`src/cei_pkg.sv`:
```
package cei_pkg;

	// ------------------------------------------------------------
	// Register map (byte addresses)
	// ------------------------------------------------------------
	localparam logic [11:0] CEI_TASK_KS_OFS = 12'h000;
	localparam logic [11:0] CEI_TASK_CR_OFS = 12'h004;
	localparam logic [11:0] CEI_EV_KS_OFS = 12'h100;
	localparam logic [11:0] CEI_EV_CR_OFS = 12'h104;
	localparam logic [11:0] CEI_EV_ERR_OFS = 12'h108;
	localparam logic [11:0] CEI_EVENT_TASK_SHORTCUTS_OFS = 12'h200;
	localparam logic [11:0] CEI_IRQ_SET_OFS = 12'h304;
	localparam logic [11:0] CEI_IRQ_CLR_OFS = 12'h308;
	localparam logic [11:0] CEI_AUTH_OFS = 12'h400;
	localparam logic [11:0] CEI_ENABLE_OFS = 12'h500;

	// ------------------------------------------------------------
	// Field positions and values
	// ------------------------------------------------------------
	localparam int CEI_BIT_KS = 0;
	localparam int CEI_BIT_CR = 1;
	localparam int CEI_BIT_ERR = 2;
	localparam logic [1:0] CEI_ENABLE_ON = 2'h2;
	localparam logic [1:0] CEI_ENABLE_OFF = 2'h0;
	localparam logic [1:0] CEI_ENABLE_RST = 2'h0;
	localparam logic [2:0] CEI_IRQ_RST = 3'h0;
	localparam logic [31:0] CEI_RDATA_RST = 32'h0000_0000;

	// Read access completes one cycle after it is taken
	localparam int CEI_READ_WAIT = 1;

endpackage

```
`src/cei_bus_if.sv`:
```
`timescale 1ns/1ps
interface cei_bus_if;
	logic wr;
	logic rd;
	logic [11:0] addr;
	logic [31:0] wdata;

	modport master (
		output wr,
		output rd,
		output addr,
		output wdata
	);
	modport slave (
		input wr,
		input rd,
		input addr,
		input wdata
	);
endinterface

```
`src/cei_core.sv`:
```
`timescale 1ns/1ps
// Event flags, shortcut, enable state and task pulses
module cei_core
	import cei_pkg::*;
(
	input wire logic mclk,
	input wire logic reset_n,
	cei_bus_if.slave bus,
	input wire logic ks_done_in,
	input wire logic cr_done_in,
	output logic [2:0] flags,
	output logic [2:0] irq_en,
	output logic shortcut,
	output logic [1:0] enable,
	output logic ks_task,
	output logic cr_task
);

	typedef struct packed {
		logic [2:0] flags;
		logic [2:0] irq_en;
		logic shortcut;
		logic [1:0] enable;
		logic ks_task;
		logic cr_task;
	} cei_core_t;

	cei_core_t st_r;
	cei_core_t st_nxt;

	function automatic logic hit(input logic [11:0] a, input logic [11:0] o);
		hit = (a == o);
	endfunction

	always_comb begin
		logic wr_ks;
		logic wr_cr;
		wr_ks = bus.wr && hit(bus.addr, CEI_TASK_KS_OFS) && bus.wdata[0];
		wr_cr = bus.wr && hit(bus.addr, CEI_TASK_CR_OFS) && bus.wdata[0];
		st_nxt = st_r;
		// Task pulses; generation and cipher end by themselves
		st_nxt.ks_task = wr_ks;
		st_nxt.cr_task = wr_cr || (st_r.shortcut && ks_done_in);
		// Software writes flags; hardware set wins over a same-cycle clear
		if (bus.wr && hit(bus.addr, CEI_EV_KS_OFS))
			st_nxt.flags[CEI_BIT_KS] = bus.wdata[0];
		if (bus.wr && hit(bus.addr, CEI_EV_CR_OFS))
			st_nxt.flags[CEI_BIT_CR] = bus.wdata[0];
		if (bus.wr && hit(bus.addr, CEI_EV_ERR_OFS))
			st_nxt.flags[CEI_BIT_ERR] = bus.wdata[0];
		if (ks_done_in)
			st_nxt.flags[CEI_BIT_KS] = 1'b1;
		if (cr_done_in)
			st_nxt.flags[CEI_BIT_CR] = 1'b1;
		if (bus.wr && hit(bus.addr, CEI_EVENT_TASK_SHORTCUTS_OFS))
			st_nxt.shortcut = bus.wdata[0];
		if (bus.wr && hit(bus.addr, CEI_IRQ_SET_OFS))
			st_nxt.irq_en = st_r.irq_en | bus.wdata[2:0];
		if (bus.wr && hit(bus.addr, CEI_IRQ_CLR_OFS))
			st_nxt.irq_en = st_r.irq_en & ~bus.wdata[2:0];
		// Other codes are ignored so the unit only leaves a legal state
		if (bus.wr && hit(bus.addr, CEI_ENABLE_OFS) &&
				(bus.wdata[1:0] == CEI_ENABLE_ON ||
				bus.wdata[1:0] == CEI_ENABLE_OFF))
			st_nxt.enable = bus.wdata[1:0];
	end

	always_ff @(posedge mclk or negedge reset_n) begin
		if (!reset_n) begin
			st_r <= '{flags: 3'h0, irq_en: CEI_IRQ_RST, shortcut: 1'b0,
				enable: CEI_ENABLE_RST, ks_task: 1'b0, cr_task: 1'b0};
		end else begin
			st_r <= st_nxt;
		end
	end

	assign flags = st_r.flags;
	assign irq_en = st_r.irq_en;
	assign shortcut = st_r.shortcut;
	assign enable = st_r.enable;
	assign ks_task = st_r.ks_task;
	assign cr_task = st_r.cr_task;

	chk_short_trigger: assert property (@(posedge mclk) disable iff (!reset_n)
		(st_r.shortcut && ks_done_in) |=> st_r.cr_task)
		else $error("shortcut did not start cipher");
	chk_short_off: assert property (@(posedge mclk) disable iff (!reset_n)
		(!st_r.shortcut && !(bus.wr && bus.addr == CEI_TASK_CR_OFS))
		|=> !st_r.cr_task)
		else $error("cipher started without cause");
	chk_flag_sticky: assert property (@(posedge mclk) disable iff (!reset_n)
		ks_done_in |=> st_r.flags[CEI_BIT_KS])
		else $error("keystream flag not set");
	chk_set_wins: assert property (@(posedge mclk) disable iff (!reset_n)
		(cr_done_in && bus.wr && bus.addr == CEI_EV_CR_OFS)
		|=> st_r.flags[CEI_BIT_CR])
		else $error("clear beat hardware set");

endmodule // cei_core

```
`src/cei_regs.sv`:
```
// Implementation choice: register access over Avalon-MM.
`timescale 1ns/1ps
// Notes on behaviour
// - Shortcut bit starts cipher on keystream done
// - Set bit0 enables keystream interrupt, reads state
// - Set bit1 enables cipher interrupt, reads state
// - Set bit2 enables error interrupt, reads state
// - Clear bit0 disables keystream interrupt
// - Clear bit1 disables cipher interrupt
// - Clear bit2 disables error interrupt
// - Read-only auth result, resets to zero
// - Enable field: 2 on, 0 off
// - Keystream task starts, ends with done event
// - Cipher task starts, ends with done event
module cei_regs
	import cei_pkg::*;
(
	input wire logic mclk,
	input wire logic reset_n,
	input wire logic [11:0] avs_address,
	input wire logic avs_read,
	input wire logic avs_write,
	input wire logic [31:0] avs_writedata,
	input wire logic [3:0] avs_byteenable,
	output logic [31:0] avs_readdata,
	output logic avs_waitrequest,
	input wire logic keystream_done_event,
	input wire logic cipher_start_task_done_event,
	input wire logic auth_pass_in,
	input wire logic auth_valid_in,
	output logic keystream_start_task,
	output logic cipher_start_task,
	output logic block_on,
	output logic irq
);

	// ------------------------------------------------------------
	// Bus side state
	// ------------------------------------------------------------
	typedef struct packed {
		logic wreq;
		logic [31:0] rdata;
		logic auth;
		logic irq;
		logic on;
	} cei_regs_t;

	cei_regs_t st_r;
	cei_regs_t st_nxt;

	logic [2:0] flags;
	logic [2:0] irq_en;
	logic shortcut;
	logic [1:0] enable;
	logic ks_task;
	logic cr_task;
	logic wr_ok;

	cei_bus_if bus ();

	// Writes act only in the acknowledged cycle; lane 0 must be enabled
	assign wr_ok = avs_write && avs_byteenable[0] && !st_r.wreq;
	assign bus.wr = wr_ok;
	assign bus.rd = avs_read;
	assign bus.addr = avs_address;
	assign bus.wdata = avs_writedata;

	cei_core u_core (
		.mclk(mclk),
		.reset_n(reset_n),
		.bus(bus.slave),
		.ks_done_in(keystream_done_event),
		.cr_done_in(cipher_start_task_done_event),
		.flags(flags),
		.irq_en(irq_en),
		.shortcut(shortcut),
		.enable(enable),
		.ks_task(ks_task),
		.cr_task(cr_task)
	);

	function automatic logic [31:0] rd_mux(input logic [11:0] a);
		case (a)
			CEI_EV_KS_OFS: rd_mux = {31'h0, flags[CEI_BIT_KS]};
			CEI_EV_CR_OFS: rd_mux = {31'h0, flags[CEI_BIT_CR]};
			CEI_EV_ERR_OFS: rd_mux = {31'h0, flags[CEI_BIT_ERR]};
			CEI_EVENT_TASK_SHORTCUTS_OFS: rd_mux = {31'h0, shortcut};
			CEI_IRQ_SET_OFS: rd_mux = {29'h0, irq_en};
			CEI_IRQ_CLR_OFS: rd_mux = {29'h0, irq_en};
			CEI_AUTH_OFS: rd_mux = {31'h0, st_r.auth};
			CEI_ENABLE_OFS: rd_mux = {30'h0, enable};
			default: rd_mux = CEI_RDATA_RST;
		endcase
	endfunction

	// ------------------------------------------------------------
	// Next state
	// ------------------------------------------------------------
	always_comb begin
		st_nxt = st_r;
		// Every access waits one cycle so waitrequest comes from a flop
		st_nxt.wreq = !((avs_read || avs_write) && st_r.wreq);
		if (avs_read && st_r.wreq)
			st_nxt.rdata = rd_mux(avs_address);
		// Result latched by the datapath at the end of decryption
		if (auth_valid_in)
			st_nxt.auth = auth_pass_in;
		st_nxt.irq = |(flags & irq_en);
		st_nxt.on = (enable == CEI_ENABLE_ON);
	end

	always_ff @(posedge mclk or negedge reset_n) begin
		if (!reset_n) begin
			st_r <= '{wreq: 1'b1, rdata: CEI_RDATA_RST, auth: 1'b0,
				irq: 1'b0, on: 1'b0};
		end else begin
			st_r <= st_nxt;
		end
	end

	assign avs_readdata = st_r.rdata;
	assign avs_waitrequest = st_r.wreq;
	assign keystream_start_task = ks_task;
	assign cipher_start_task = cr_task;
	assign block_on = st_r.on;
	assign irq = st_r.irq;

	// ------------------------------------------------------------
	// Checks
	// ------------------------------------------------------------
	chk_irq_level: assert property (@(posedge mclk) disable iff (!reset_n)
		(|(flags & irq_en)) |=> irq)
		else $error("irq missing for enabled flag");
	chk_irq_quiet: assert property (@(posedge mclk) disable iff (!reset_n)
		!(|(flags & irq_en)) |=> !irq)
		else $error("irq without enabled flag");
	chk_set_enable: assert property (@(posedge mclk) disable iff (!reset_n)
		(wr_ok && avs_address == CEI_IRQ_SET_OFS && avs_writedata[0])
		|=> irq_en[0])
		else $error("set did not enable");
	chk_clr_disable: assert property (@(posedge mclk) disable iff (!reset_n)
		(wr_ok && avs_address == CEI_IRQ_CLR_OFS && avs_writedata[1])
		|=> !irq_en[1])
		else $error("clear did not disable");
	chk_enable_on: assert property (@(posedge mclk) disable iff (!reset_n)
		(wr_ok && avs_address == CEI_ENABLE_OFS &&
		avs_writedata[1:0] == CEI_ENABLE_ON) |=> ##1 block_on)
		else $error("enable did not switch on");
	chk_ks_task: assert property (@(posedge mclk) disable iff (!reset_n)
		(wr_ok && avs_address == CEI_TASK_KS_OFS && avs_writedata[0])
		|=> keystream_start_task ##1 !keystream_start_task)
		else $error("keystream task not one pulse");
	chk_read_wait: assert property (@(posedge mclk) disable iff (!reset_n)
		(avs_read && avs_waitrequest) |=> (avs_read |-> !avs_waitrequest))
		else $error("read waited too long");
	chk_auth_hold: assert property (@(posedge mclk) disable iff (!reset_n)
		!auth_valid_in |=> $stable(st_r.auth))
		else $error("auth result changed");

endmodule // cei_regs

```
`config.mk`:
```
export PLATFORM = sky130hd
export DESIGN_NAME = cei_regs
export DESIGN_NICKNAME = d
export VERILOG_FILES = /design/src/cei_pkg.sv /design/src/cei_bus_if.sv /design/src/cei_core.sv /design/src/cei_regs.sv
export SDC_FILE = /design/constraint.sdc
export NUM_CORES = 1
export LEC_CHECK = 0
export ABC_CLOCK_PERIOD_IN_PS = 2200
export BUFFER_PORTS_ARGS = -buffer_cell sky130_fd_sc_hd__buf_2
export CAP_MARGIN = 0
export CORE_MARGIN = 2
export CORE_UTILIZATION = 40
export DETAILED_ROUTE_END_ITERATION = 16
export PLACE_DENSITY = 0.89
export SYNTH_ARGS = -nofsm -noshare
export SYNTH_HDL_FRONTEND = slang
export SYNTH_SLANG_ARGS = --single-unit
export TNS_END_PERCENT = 10
```
`constraint.sdc`:
```
create_clock -name mclk -period 2.2 [get_ports mclk]
set_input_delay 0.22 -clock mclk [delete_from_list [all_inputs] [get_ports mclk]]
set_output_delay 0.22 -clock mclk [all_outputs]
set_load 0.01 [all_outputs]
```
==> metrics, run 1 <==
post-layout worst setup margin=0.4847 ns; maximum ir drop on the vdd rail=0.1998 mV; GRT Resource Usage Total=0.1534; antenna violations before repair=0; final WL=2.469 mm; combinational power share=0.161; via count of the first global-routing pass=937; worst reg-to-reg setup slack=0.51 ns; maximum root-to-sink buffer count=2; average cell area after synthesis=9.108 sq um; critical path buffer and inverter count=1; H-tree depth=1; sequential cell area fraction in the yosys report=0.3646; Internal=438.9 uW; worst hold path stage count=2; switching share of power=0.2858; CTS Buf Count=3; DRC violation count after routing=0; Max FO, Critical Path=7; clock period minus worst slack=1.715 ns; measured slew at the worst slew-check pin=0.5791 ns; crit start category=input pin; list of cells traversed by the critical path=buf_2 > or4_4 > or3_1 > nand4bb_1 > mux2_2; Layout Skew=0.003994 ns; fraction of final layout cells with drive strength greater than 1=0.2683; initial core utilization=0.4125; drt first-iter violations=20; CTS tree=yes; share of total power in sequential cells=0.551; leakage=0.0006276 uW; post-DP HPWL=1.942 mm; pins over their slew limit=0; post-CTS clock slew at the launch and capture registers of the worst setup and hold paths=0.10 ns; DP Worst Slack=0.1690 ns; FF-to-FF End=u_core.enable[1]; slowest stage delay, CP=0.55 ns; summed negative setup slack over all endpoints=0 ns; average wire per standard cell=12.53 um; worst endpoint data arrival time=1.91 ns; number of flops mapped to enable cells by yosys=0; number of post-CTS setup repair buffers=0; switching power total=175.6 uW; kind of cell adding the most delay to the critical path=simple AND/OR/NAND/NOR gates; wire length of the first global-routing pass=4.084 mm; Worst Hold End=avs_waitrequest; sum of overflow across all layers after global routing=0; number of nets in the finished design=221; endpoint class of the critical path=flop; depth of the worst register-to-register path=4; cell row count=20; total power divided by cell area=465.5 nW/um^2; headroom to the max-slew limit=0.6104; maximum number of pins on one net before global-route repair=19; critical hold path startpoint=avs_read; Required @ worst endpoint=2.39 ns; Resized cells post-CTS=0; overall die area=3558 sq um; cells after synthesis=136; final period utilization=0.7797; library cell contributing the largest single delay on the critical path=sky130_fd_sc_hd__or4_4; count of vias placed by the detailed router=1017; ys async rst share=1.000; TritonRoute pass-1 iters=4; count of warnings emitted by yosys=0; Hold Vio Cnt, Final=0; maximum operating frequency=583.0 MHz; Max Cap Viol=0; clock sink count=18; Hold/Removal Path Class=input pin to flop; reg-to-reg startpoint=avs_waitrequest; number of vias per cell=5.162; antenna diode instance count=0; Seq cells post-synth=18; Area Overhead vs Synth=6.566%; clock tree root buffer cell=sky130_fd_sc_hd__clkbuf_4; number of top-level pins=93; run status=finished, final reports clean; Yosys cell types=38; unrepaired setup endpoints after global routing=false; path type of the worst setup path=input pin to flop; Netlist Area Pre-Place=1239 sq um; GP Congestion=0.8696; dominant register cell in the synthesized netlist=sky130_fd_sc_hd__dfrtp_1; remaining antenna violation count=0; clk_lat worst skew=0.30 ns; fraction of power consumed by the clock network=0.288; final-report setup violation count=0; port buffer count=31; width of the die=59.65 um; die boundary height=59.65 um; area of the placeable core=3003 sq um
## metal layers
layer | track usage | wire length, um | vias to the layer above
met5 | 0 | 0 | -
met3 | 0.03463 | 150 | 5
li1 | - | - | 488
met4 | 0.06667 | 42 | 0
met1 | 0.1786 | 975 | 489
met2 | 0.2671 | 1300 | 35
## worst register-to-register path, cell delays in order (launching register included)
cell,delay (ns)
sky130_fd_sc_hd__dfstp_2,0.39
sky130_fd_sc_hd__nand3b_1,0.19
sky130_fd_sc_hd__or3_1,0.45
sky130_fd_sc_hd__nand4bb_1,0.27
sky130_fd_sc_hd__mux2_2,0.29
## synthesized netlist by cell type (2+ instances only)
master / instances / area [sq um]
sky130_fd_sc_hd__nand3_1: 2 / 10.01
sky130_fd_sc_hd__nand2_1: 6 / 22.52
sky130_fd_sc_hd__or4_4: 2 / 22.52
sky130_fd_sc_hd__nand4bb_1: 2 / 22.52
sky130_fd_sc_hd__clkbuf_1: 3 / 11.26
sky130_fd_sc_hd__a32oi_1: 2 / 17.52
sky130_fd_sc_hd__o31ai_1: 2 / 15.01
sky130_fd_sc_hd__o311ai_0: 3 / 26.28
sky130_fd_sc_hd__or2_2: 2 / 12.51
sky130_fd_sc_hd__or3_1: 2 / 12.51
sky130_fd_sc_hd__o41ai_1: 4 / 35.03
sky130_fd_sc_hd__nor2_1: 6 / 22.52
sky130_fd_sc_hd__o21ai_0: 7 / 35.03
sky130_fd_sc_hd__inv_1: 9 / 33.78
sky130_fd_sc_hd__dfrtp_1: 17 / 425.4
sky130_fd_sc_hd__mux2_2: 2 / 22.52
sky130_fd_sc_hd__nor3_1: 2 / 10.01
sky130_fd_sc_hd__mux2i_1: 2 / 20.02
sky130_fd_sc_hd__buf_4: 32 / 240.2
sky130_fd_sc_hd__nand2b_1: 4 / 25.02
sky130_fd_sc_hd__a31oi_1: 3 / 18.77
sky130_fd_sc_hd__a21oi_1: 4 / 20.02
sky130_fd_sc_hd__a211oi_1: 3 / 22.52
## cell families (layout without fill, tap and decap cells)
group                  Yosys count  in the layout  synth area share
buffers and inverters           45             45            0.2343
and+or+nand+nor                 36             36            0.1808
AOI/OAI and AO/OA               32             32            0.1828
DFF                             18             18            0.3647
muxes                            4              4           0.03434
other                            1             29          0.003027
## worst max path at each step
stage                    from                to  cells past startpoint
2_1_floorplan  avs_address[7]    u_core.cr_task                      5
3_3_place_gp   avs_address[7]  u_core.enable[1]                      5
3_5_place_dp   avs_address[7]  u_core.enable[1]                      5
4_1_cts        avs_address[7]  u_core.enable[1]                      5
5_1_grt        avs_address[7]   u_core.flags[1]                      4
6_report       avs_address[7]  u_core.enable[1]                      5
## layout make-up
| type | count | area [sq um] |
|---|---|---|
| Inverter | 9 | 33.78 |
| Multi-Input combinational cell | 101 | 601.8 |
| Tap cell | 33 | 41.29 |
| Clock buffer | 4 | 26.28 |
| Fill cell | 315 | 1683 |
| Timing Repair Buffer | 32 | 165.2 |
| Sequential cell | 18 | 451.7 |
## placed cells by master, fill, tap and decap left out, types with 2 or more instances in the layout
| master | netlist | final |
|---|---|---|
| sky130_fd_sc_hd__a211oi_1 | 3 | 3 |
| sky130_fd_sc_hd__a21oi_1 | 4 | 4 |
| sky130_fd_sc_hd__a31oi_1 | 3 | 3 |
| sky130_fd_sc_hd__a32oi_1 | 2 | 2 |
| sky130_fd_sc_hd__buf_2 | 0 | 31 |
| sky130_fd_sc_hd__clkbuf_4 | 0 | 3 |
| sky130_fd_sc_hd__conb_1 | 1 | 29 |
| sky130_fd_sc_hd__dfrtp_1 | 17 | 17 |
| sky130_fd_sc_hd__inv_1 | 9 | 9 |
| sky130_fd_sc_hd__mux2_2 | 2 | 2 |
| sky130_fd_sc_hd__mux2i_1 | 2 | 2 |
| sky130_fd_sc_hd__nand2_1 | 6 | 6 |
| sky130_fd_sc_hd__nand2b_1 | 4 | 4 |
| sky130_fd_sc_hd__nand3_1 | 2 | 2 |
| sky130_fd_sc_hd__nand4bb_1 | 2 | 2 |
| sky130_fd_sc_hd__nor2_1 | 6 | 6 |
| sky130_fd_sc_hd__nor3_1 | 2 | 2 |
| sky130_fd_sc_hd__o21ai_0 | 7 | 7 |
| sky130_fd_sc_hd__o311ai_0 | 3 | 3 |
| sky130_fd_sc_hd__o31ai_1 | 2 | 2 |
| sky130_fd_sc_hd__o41ai_1 | 4 | 4 |
| sky130_fd_sc_hd__or2_2 | 2 | 2 |
| sky130_fd_sc_hd__or3_1 | 2 | 2 |
| sky130_fd_sc_hd__or4_4 | 2 | 2 |
## stage by stage
stage / hold slack, ns / total power, uW / cell area (sq um) / instances / util
after floorplan: -0.07559 / 439.5 / 1344 / 164 / -
final: 0.09458 / 614.5 / 1320 / 197 / 0.4396
after global placement: 0.1667 / 440.1 / 1284 / 192 / 0.4275
after detailed placement: 0.1710 / 442.6 / 1284 / 192 / 0.4275
after CTS: 0.1062 / 614.2 / 1320 / 197 / 0.4396
after global routing: 0.1106 / 638.4 / 1320 / 197 / 0.4396
## power by group through the flow
stage	Clock (uW)	Sequential, uW	Combinational [uW]
2_1_floorplan	0	346	93.3
3_3_place_gp	0	345	95.1
3_5_place_dp	0	346	97.0
4_1_cts	177	339	98.6
5_1_grt	186	340	113
6_report	177	339	98.8
## timing repair
| action | CTS | global route |
|---|---|---|
| endpoints found under the setup margin | 0 | 0 |
| hold buffers | 1 | 0 |
| endpoints found under the hold margin | 17 | 0 |
Power figures use the tool's default switching activity.
==> run 2, diff against run 1 <==
- ABC_CLOCK_PERIOD_IN_PS: 2200 -> 1800
- clock period: 2.2 -> 1.8 ns (I/O delays scaled with it)
==> metrics, run 2 (synthesis gave the netlist of run 1 again) <==
remaining antenna violation count=0 (unchanged); endpoint class of the critical path=flop (unchanged); GP Congestion=0.9664 (was 0.8696); slowest stage delay, CP=0.46 ns (was 0.55 ns); GRT Resource Usage Total=0.1651 (was 0.1534); headroom to the max-slew limit=0.6569 (was 0.6104); # fillers=291 (was 315); CTS Buf Count=3 (unchanged); DRC violation count after routing=0 (unchanged); combinational power share=0.162 (was 0.161); drt first-iter violations=21 (was 20); Layout Cells excl Fill=207 (was 197); Max FO, Critical Path=6 (was 7); clock tree root buffer cell=sky130_fd_sc_hd__clkbuf_4 (unchanged); fraction of power consumed by the clock network=0.328 (was 0.288); clk_lat worst skew=0.32 ns (was 0.30 ns); maximum root-to-sink buffer count=2 (unchanged); antenna diode instance count=0 (unchanged); count of vias placed by the detailed router=1059 (was 1017); reg-to-reg startpoint=avs_waitrequest (unchanged); maximum number of pins on one net before global-route repair=19 (unchanged); final period utilization=0.9421; FF-to-FF End=u_core.cr_task (was u_core.enable[1]); library cell contributing the largest single delay on the critical path=sky130_fd_sc_hd__or4_4 (unchanged); post-route total power=812.9 uW (was 614.5 uW); Area Overhead vs Synth=13.43% (was 6.566%); switching power total=231.1 uW (was 175.6 uW); fraction of final layout cells with drive strength greater than 1=0.3161 (was 0.2683); total power divided by cell area=578.6 nW/um^2 (was 465.5 nW/um^2); Layout Skew=0.01122 ns (was 0.003994 ns); H-tree depth=1 (unchanged); Max Cap Viol=0 (unchanged); maximum ir drop on the vdd rail=0.4059 mV (was 0.1998 mV); cell count after placement=202 (was 192); TritonRoute pass-1 iters=4 (unchanged); sum of overflow across all layers after global routing=0 (unchanged); CTS tree=yes (unchanged); share of total power in sequential cells=0.510 (was 0.551); Resized cells post-CTS=0 (unchanged); wire length of the first global-routing pass=4.436 mm (was 4.084 mm); list of cells traversed by the critical path=nand3b_1 > or3_1 > or4_4 > o22ai_2 (was buf_2 > or4_4 > or3_1 > nand4bb_1 > mux2_2); depth of the worst register-to-register path=4 (unchanged); leakage=0.0006807 uW (was 0.0006276 uW); die boundary height=59.65 um (unchanged); Internal=581.8 uW (was 438.9 uW); cts hold-fix bufs=1 (unchanged); Hold Vio Cnt, Final=0 (unchanged); final-report setup violation count=0 (unchanged); clock period minus worst slack=1.696 ns; most used cells in the layout excluding fill and tap cells=sky130_fd_sc_hd__buf_2 (31), sky130_fd_sc_hd__conb_1 (29), sky130_fd_sc_hd__dfrtp_1 (17) (unchanged); Hold/Removal Path Class=input pin to flop (unchanged); run status=finished, final reports clean (unchanged); number of top-level pins=93 (unchanged); area of the placeable core=3003 sq um (unchanged); number of nets in the finished design=231 (was 221); worst hold path stage count=2 (unchanged); antenna violations before repair=0 (unchanged); number of vias per cell=5.116 (was 5.162); path type of the worst setup path=flop to flop (was input pin to flop); crit start category=flop (was input pin); initial core utilization=0.4125 (unchanged); average wire per standard cell=12.73 um (was 12.53 um); worst reg-to-reg setup slack=0.10 ns (was 0.51 ns); via count of the first global-routing pass=1020 (was 937); critical hold path startpoint=avs_read (unchanged); worst endpoint data arrival time=1.93 ns (was 1.91 ns); Required @ worst endpoint=2.04 ns (was 2.39 ns); critical path buffer and inverter count=0 (was 1); pins over their slew limit=0 (unchanged); commonest non-fill, non-tap cell in the layout=sky130_fd_sc_hd__buf_2 (unchanged); overall die area=3558 sq um (unchanged); cell row count=20 (unchanged); unrepaired setup endpoints after global routing=false (unchanged); switching share of power=0.2843 (was 0.2858); clock sink count=18 (unchanged); kind of cell adding the most delay to the critical path=simple AND/OR/NAND/NOR gates (unchanged); measured slew at the worst slew-check pin=0.5083 ns (was 0.5791 ns); maximum operating frequency=589.7 MHz; final WL=2.636 mm (was 2.469 mm); post-DP HPWL=2.040 mm (was 1.942 mm); width of the die=59.65 um (unchanged); number of post-CTS setup repair buffers=0 (unchanged); post-CTS clock slew at the launch and capture registers of the worst setup and hold paths=0.12 ns (was 0.10 ns); Worst Hold End=avs_waitrequest (unchanged); port buffer count=31 (unchanged)
run 2: cell types whose count changed in the layout (fill, tap and decap cells not counted):
| cell | before | now |
|---|---|---|
| sky130_fd_sc_hd__buf_4 | 0 | 10 |
| sky130_fd_sc_hd__clkbuf_8 | 0 | 1 |
| sky130_fd_sc_hd__clkbuf_1 | 1 | 0 |
run 2: layout make-up:
class	count	area, sq um	share of cell area
well taps	33	41.29	0.02939
repair buffers	42	240.2	0.1710
flip-flops and latches	18	451.7	0.3215
multi-input cells	101	601.8	0.4283
clock buffers	4	36.28	0.02582
inverters	9	33.78	0.02404
run 2: per-stage QoR:
stage | worst slack, ns | hold WS [ns] | TNS, ns | area [sq um] | utilization
global route | 0.01059 | 0.05596 | 0 | 1405 | 0.4679
detailed placement | -0.1639 | 0.1354 | -1.065 | 1359 | 0.4525
global placement | -0.1530 | 0.1267 | -0.8119 | 1359 | 0.4525
CTS | 0.1027 | 0.02285 | 0 | 1405 | 0.4679
floorplan | -0.01267 | -0.1156 | -0.01718 | 1344 | -
finish | 0.1043 | 0.01914 | 0 | 1405 | 0.4679
run 2: worst max path at each step:
stage / from / slack (ns) / to / cells past startpoint
6_report: avs_waitrequest / 0.10 / u_core.cr_task / 4
5_1_grt: avs_waitrequest / 0.01 / u_core.enable[1] / 4
3_3_place_gp: avs_address[7] / -0.15 / u_core.enable[1] / 5
4_1_cts: avs_waitrequest / 0.10 / u_core.cr_task / 4
2_1_floorplan: avs_address[7] / -0.01 / u_core.cr_task / 5
3_5_place_dp: avs_address[7] / -0.16 / u_core.enable[1] / 5
run 2: power by group through the flow:
stage               logic, uW  registers (uW)  clock network, uW
finish                    132             414                267
global route              148             416                281
CTS                       131             414                268
detailed placement        129             422                  0
global placement          126             422                  0
floorplan                 114             423                  0
run 2: routing by layer:
metal	up-vias	track usage	part of all wire
met5	-	0	0
met4	0	0.07302	0.018
met3	5	0.02814	0.062
met2	39	0.2935	0.51
met1	506	0.1922	0.41
li1	509	-	-
==> run 3, diff against run 2 <==
- CORE_MARGIN: 2 -> 3
- PLACE_DENSITY: 0.89 -> unset
- PLACE_DENSITY_LB_ADDON: unset -> 0.25
==> metrics, run 3 (synthesis gave the netlist of run 1 again) <==
run status=finished, final reports clean (unchanged); FF-to-FF End=u_core.cr_task (unchanged); cell depth of the worst setup path=4 (unchanged); headroom to the max-slew limit=0.6678 (was 0.6569); # fillers=282 (was 291); worst reg-to-reg setup slack=0.11 ns (was 0.10 ns); depth of the worst register-to-register path=4 (unchanged); endpoint class of the critical path=flop (unchanged); Final Cell Area=1391 sq um (was 1405 sq um); cell count after placement=198 (was 202); Layout Cells excl Fill=203 (was 207); number of top-level pins=93 (unchanged); fraction of final layout cells with drive strength greater than 1=0.3140 (was 0.3161); reg-to-reg startpoint=avs_waitrequest (unchanged); multi-input combinational cell area=605.6 sq um (was 601.8 sq um); number of nets in the finished design=229 (was 231); TritonRoute pass-1 iters=5 (was 4); clock tree root buffer cell=sky130_fd_sc_hd__clkbuf_4 (unchanged); Max Cap Viol=0 (unchanged); Required @ worst endpoint=2.03 ns (was 2.04 ns); list of cells traversed by the critical path=nand3b_1 > or3_1 > or4_4 > o22ai_2 (unchanged); most used cells in the layout excluding fill and tap cells=sky130_fd_sc_hd__buf_2 (31), sky130_fd_sc_hd__conb_1 (29), sky130_fd_sc_hd__dfrtp_1 (17) (unchanged); leakage=0.0006738 uW (was 0.0006807 uW); antenna diode instance count=0 (unchanged); total power divided by cell area=576.2 nW/um^2 (was 578.6 nW/um^2); average wire per standard cell=12.94 um (was 12.73 um); pins over their slew limit=0 (unchanged); measured slew at the worst slew-check pin=0.4920 ns (was 0.5083 ns); number of post-CTS setup repair buffers=0 (unchanged); area of the placeable core=2853 sq um (was 3003 sq um); commonest non-fill, non-tap cell in the layout=sky130_fd_sc_hd__buf_2 (unchanged); maximum number of pins on one net before global-route repair=19 (unchanged); critical path buffer and inverter count=0 (unchanged); count of vias placed by the detailed router=1021 (was 1059); path type of the worst setup path=flop to flop (unchanged); Post-Route Hold Slack=0.02593 ns (was 0.01914 ns); post-CTS clock slew at the launch and capture registers of the worst setup and hold paths=0.11 ns (was 0.12 ns); GRT Resource Usage Total=0.1533 (was 0.1651); H-tree depth=1 (unchanged); GP Congestion=0.8308 (was 0.9664); final WL=2.627 mm (was 2.636 mm); Hold/Removal Path Class=input pin to flop (unchanged); clock period minus worst slack=1.691 ns (was 1.696 ns); clk_lat worst skew=0.30 ns (was 0.32 ns); final period utilization=0.9393 (was 0.9421); wire length of the first global-routing pass=4.215 mm (was 4.436 mm); slowest stage delay, CP=0.46 ns (about the same); critical hold path startpoint=avs_read (unchanged); die boundary height=61.65 um (was 59.65 um); sum of overflow across all layers after global routing=0 (unchanged); post-route total power=801.7 uW (was 812.9 uW); CTS Buf Count=3 (unchanged); kind of cell adding the most delay to the critical path=simple AND/OR/NAND/NOR gates (unchanged); Max FO, Critical Path=6 (unchanged); maximum root-to-sink buffer count=2 (unchanged); drt first-iter violations=39 (was 21); port buffer count=31 (unchanged); width of the die=61.65 um (was 59.65 um); placed cell area=1341 sq um (was 1359 sq um); Layout Skew=0.005151 ns (was 0.01122 ns); number of vias per cell=5.030 (was 5.116); area taken by flip-flops and latches=451.7 sq um (unchanged); worst endpoint data arrival time=1.92 ns (was 1.93 ns); clock sink count=18 (unchanged); maximum ir drop on the vdd rail=0.2150 mV (was 0.4059 mV); antenna violations before repair=0 (unchanged); timing endpoint of the critical path=u_core.cr_task (unchanged); cell row count=19 (was 20); CTS tree=yes (unchanged); crit start category=flop (unchanged); DRC violation count after routing=0 (unchanged); unrepaired setup endpoints after global routing=false (unchanged); final-report setup violation count=0 (unchanged); CP startpoint=avs_waitrequest (unchanged); overall die area=3801 sq um (was 3558 sq um); via count of the first global-routing pass=925 (was 1020); post-DP HPWL=2.089 mm (was 2.040 mm); library cell contributing the largest single delay on the critical path=sky130_fd_sc_hd__or4_4 (unchanged); Hold Vio Cnt, Final=0 (unchanged); Area Overhead vs Synth=12.32% (was 13.43%); initial core utilization=0.4342 (was 0.4125); remaining antenna violation count=0 (unchanged); maximum operating frequency=591.5 MHz (was 589.7 MHz)
## run 3: cell count changes in the layout (fill, tap and decap cells not counted)
cell / change
sky130_fd_sc_hd__buf_4: -2
sky130_fd_sc_hd__or4b_1: -1
sky130_fd_sc_hd__or4b_4: +1
## run 3: worst min-delay path by stage
stage                                 end  slack, ns  cells after the start
6_report                  avs_waitrequest       0.03                      2
5_1_grt                   avs_waitrequest       0.05                      2
4_1_cts                   avs_waitrequest       0.02                      2
3_5_place_dp              avs_readdata[1]       0.14                      1
3_3_place_gp              avs_readdata[1]       0.13                      1
2_1_floorplan  asynchronous set/reset pin      -0.12                      0
## run 3: metrics by stage
step / util / setup slack (ns) / TNS [ns]
after global placement: 0.4702 / -0.1759 / -1.047
after global routing: 0.4877 / 0.05728 / 0
after CTS: 0.4864 / 0.1187 / 0
final: 0.4877 / 0.1093 / 0
after floorplan: - / -0.01267 / -0.01718
after detailed placement: 0.4702 / -0.1803 / -1.215
## run 3: what timing repair did
| item | in CTS | in global routing |
|---|---|---|
| endpoints found under the setup margin | 0 | 1 |
| hold endpoints to repair | 17 | 0 |
| hold buffers | 1 | 0 |
| gates resized for setup | 0 | 1 |
## run 3: layer usage
layer | vias up | routed length [um] | part of all wire | GRT usage
li1 | 505 | - | - | -
met1 | 467 | 1175 | 0.45 | 0.2005
met2 | 43 | 1183 | 0.45 | 0.2451
met3 | 6 | 212 | 0.081 | 0.01887
met4 | 0 | 55 | 0.021 | 0.08182
met5 | - | 0 | 0 | 0
## run 3: worst register-to-register path, cell delays in order (launching register included)
cell	delay (ns)
sky130_fd_sc_hd__dfstp_2	0.40
sky130_fd_sc_hd__nand3b_1	0.18
sky130_fd_sc_hd__or3_1	0.45
sky130_fd_sc_hd__or4_4	0.46
sky130_fd_sc_hd__o22ai_2	0.12
## run 3: area by class of cell
| type | instances | area share |
|---|---|---|
| inverters | 9 | 0.02428 |
| multi-input cells | 101 | 0.4353 |
| clock buffers | 4 | 0.02608 |
| flip-flops and latches | 18 | 0.3246 |
| well taps | 31 | 0.02788 |
| repair buffers | 40 | 0.1619 |
## run 3: where the power goes
group	switching, uW	total [uW]	internal [uW]
Sequential	3.82	415	411
Combinational	84.0	130	45.5
Clock	134	257	124
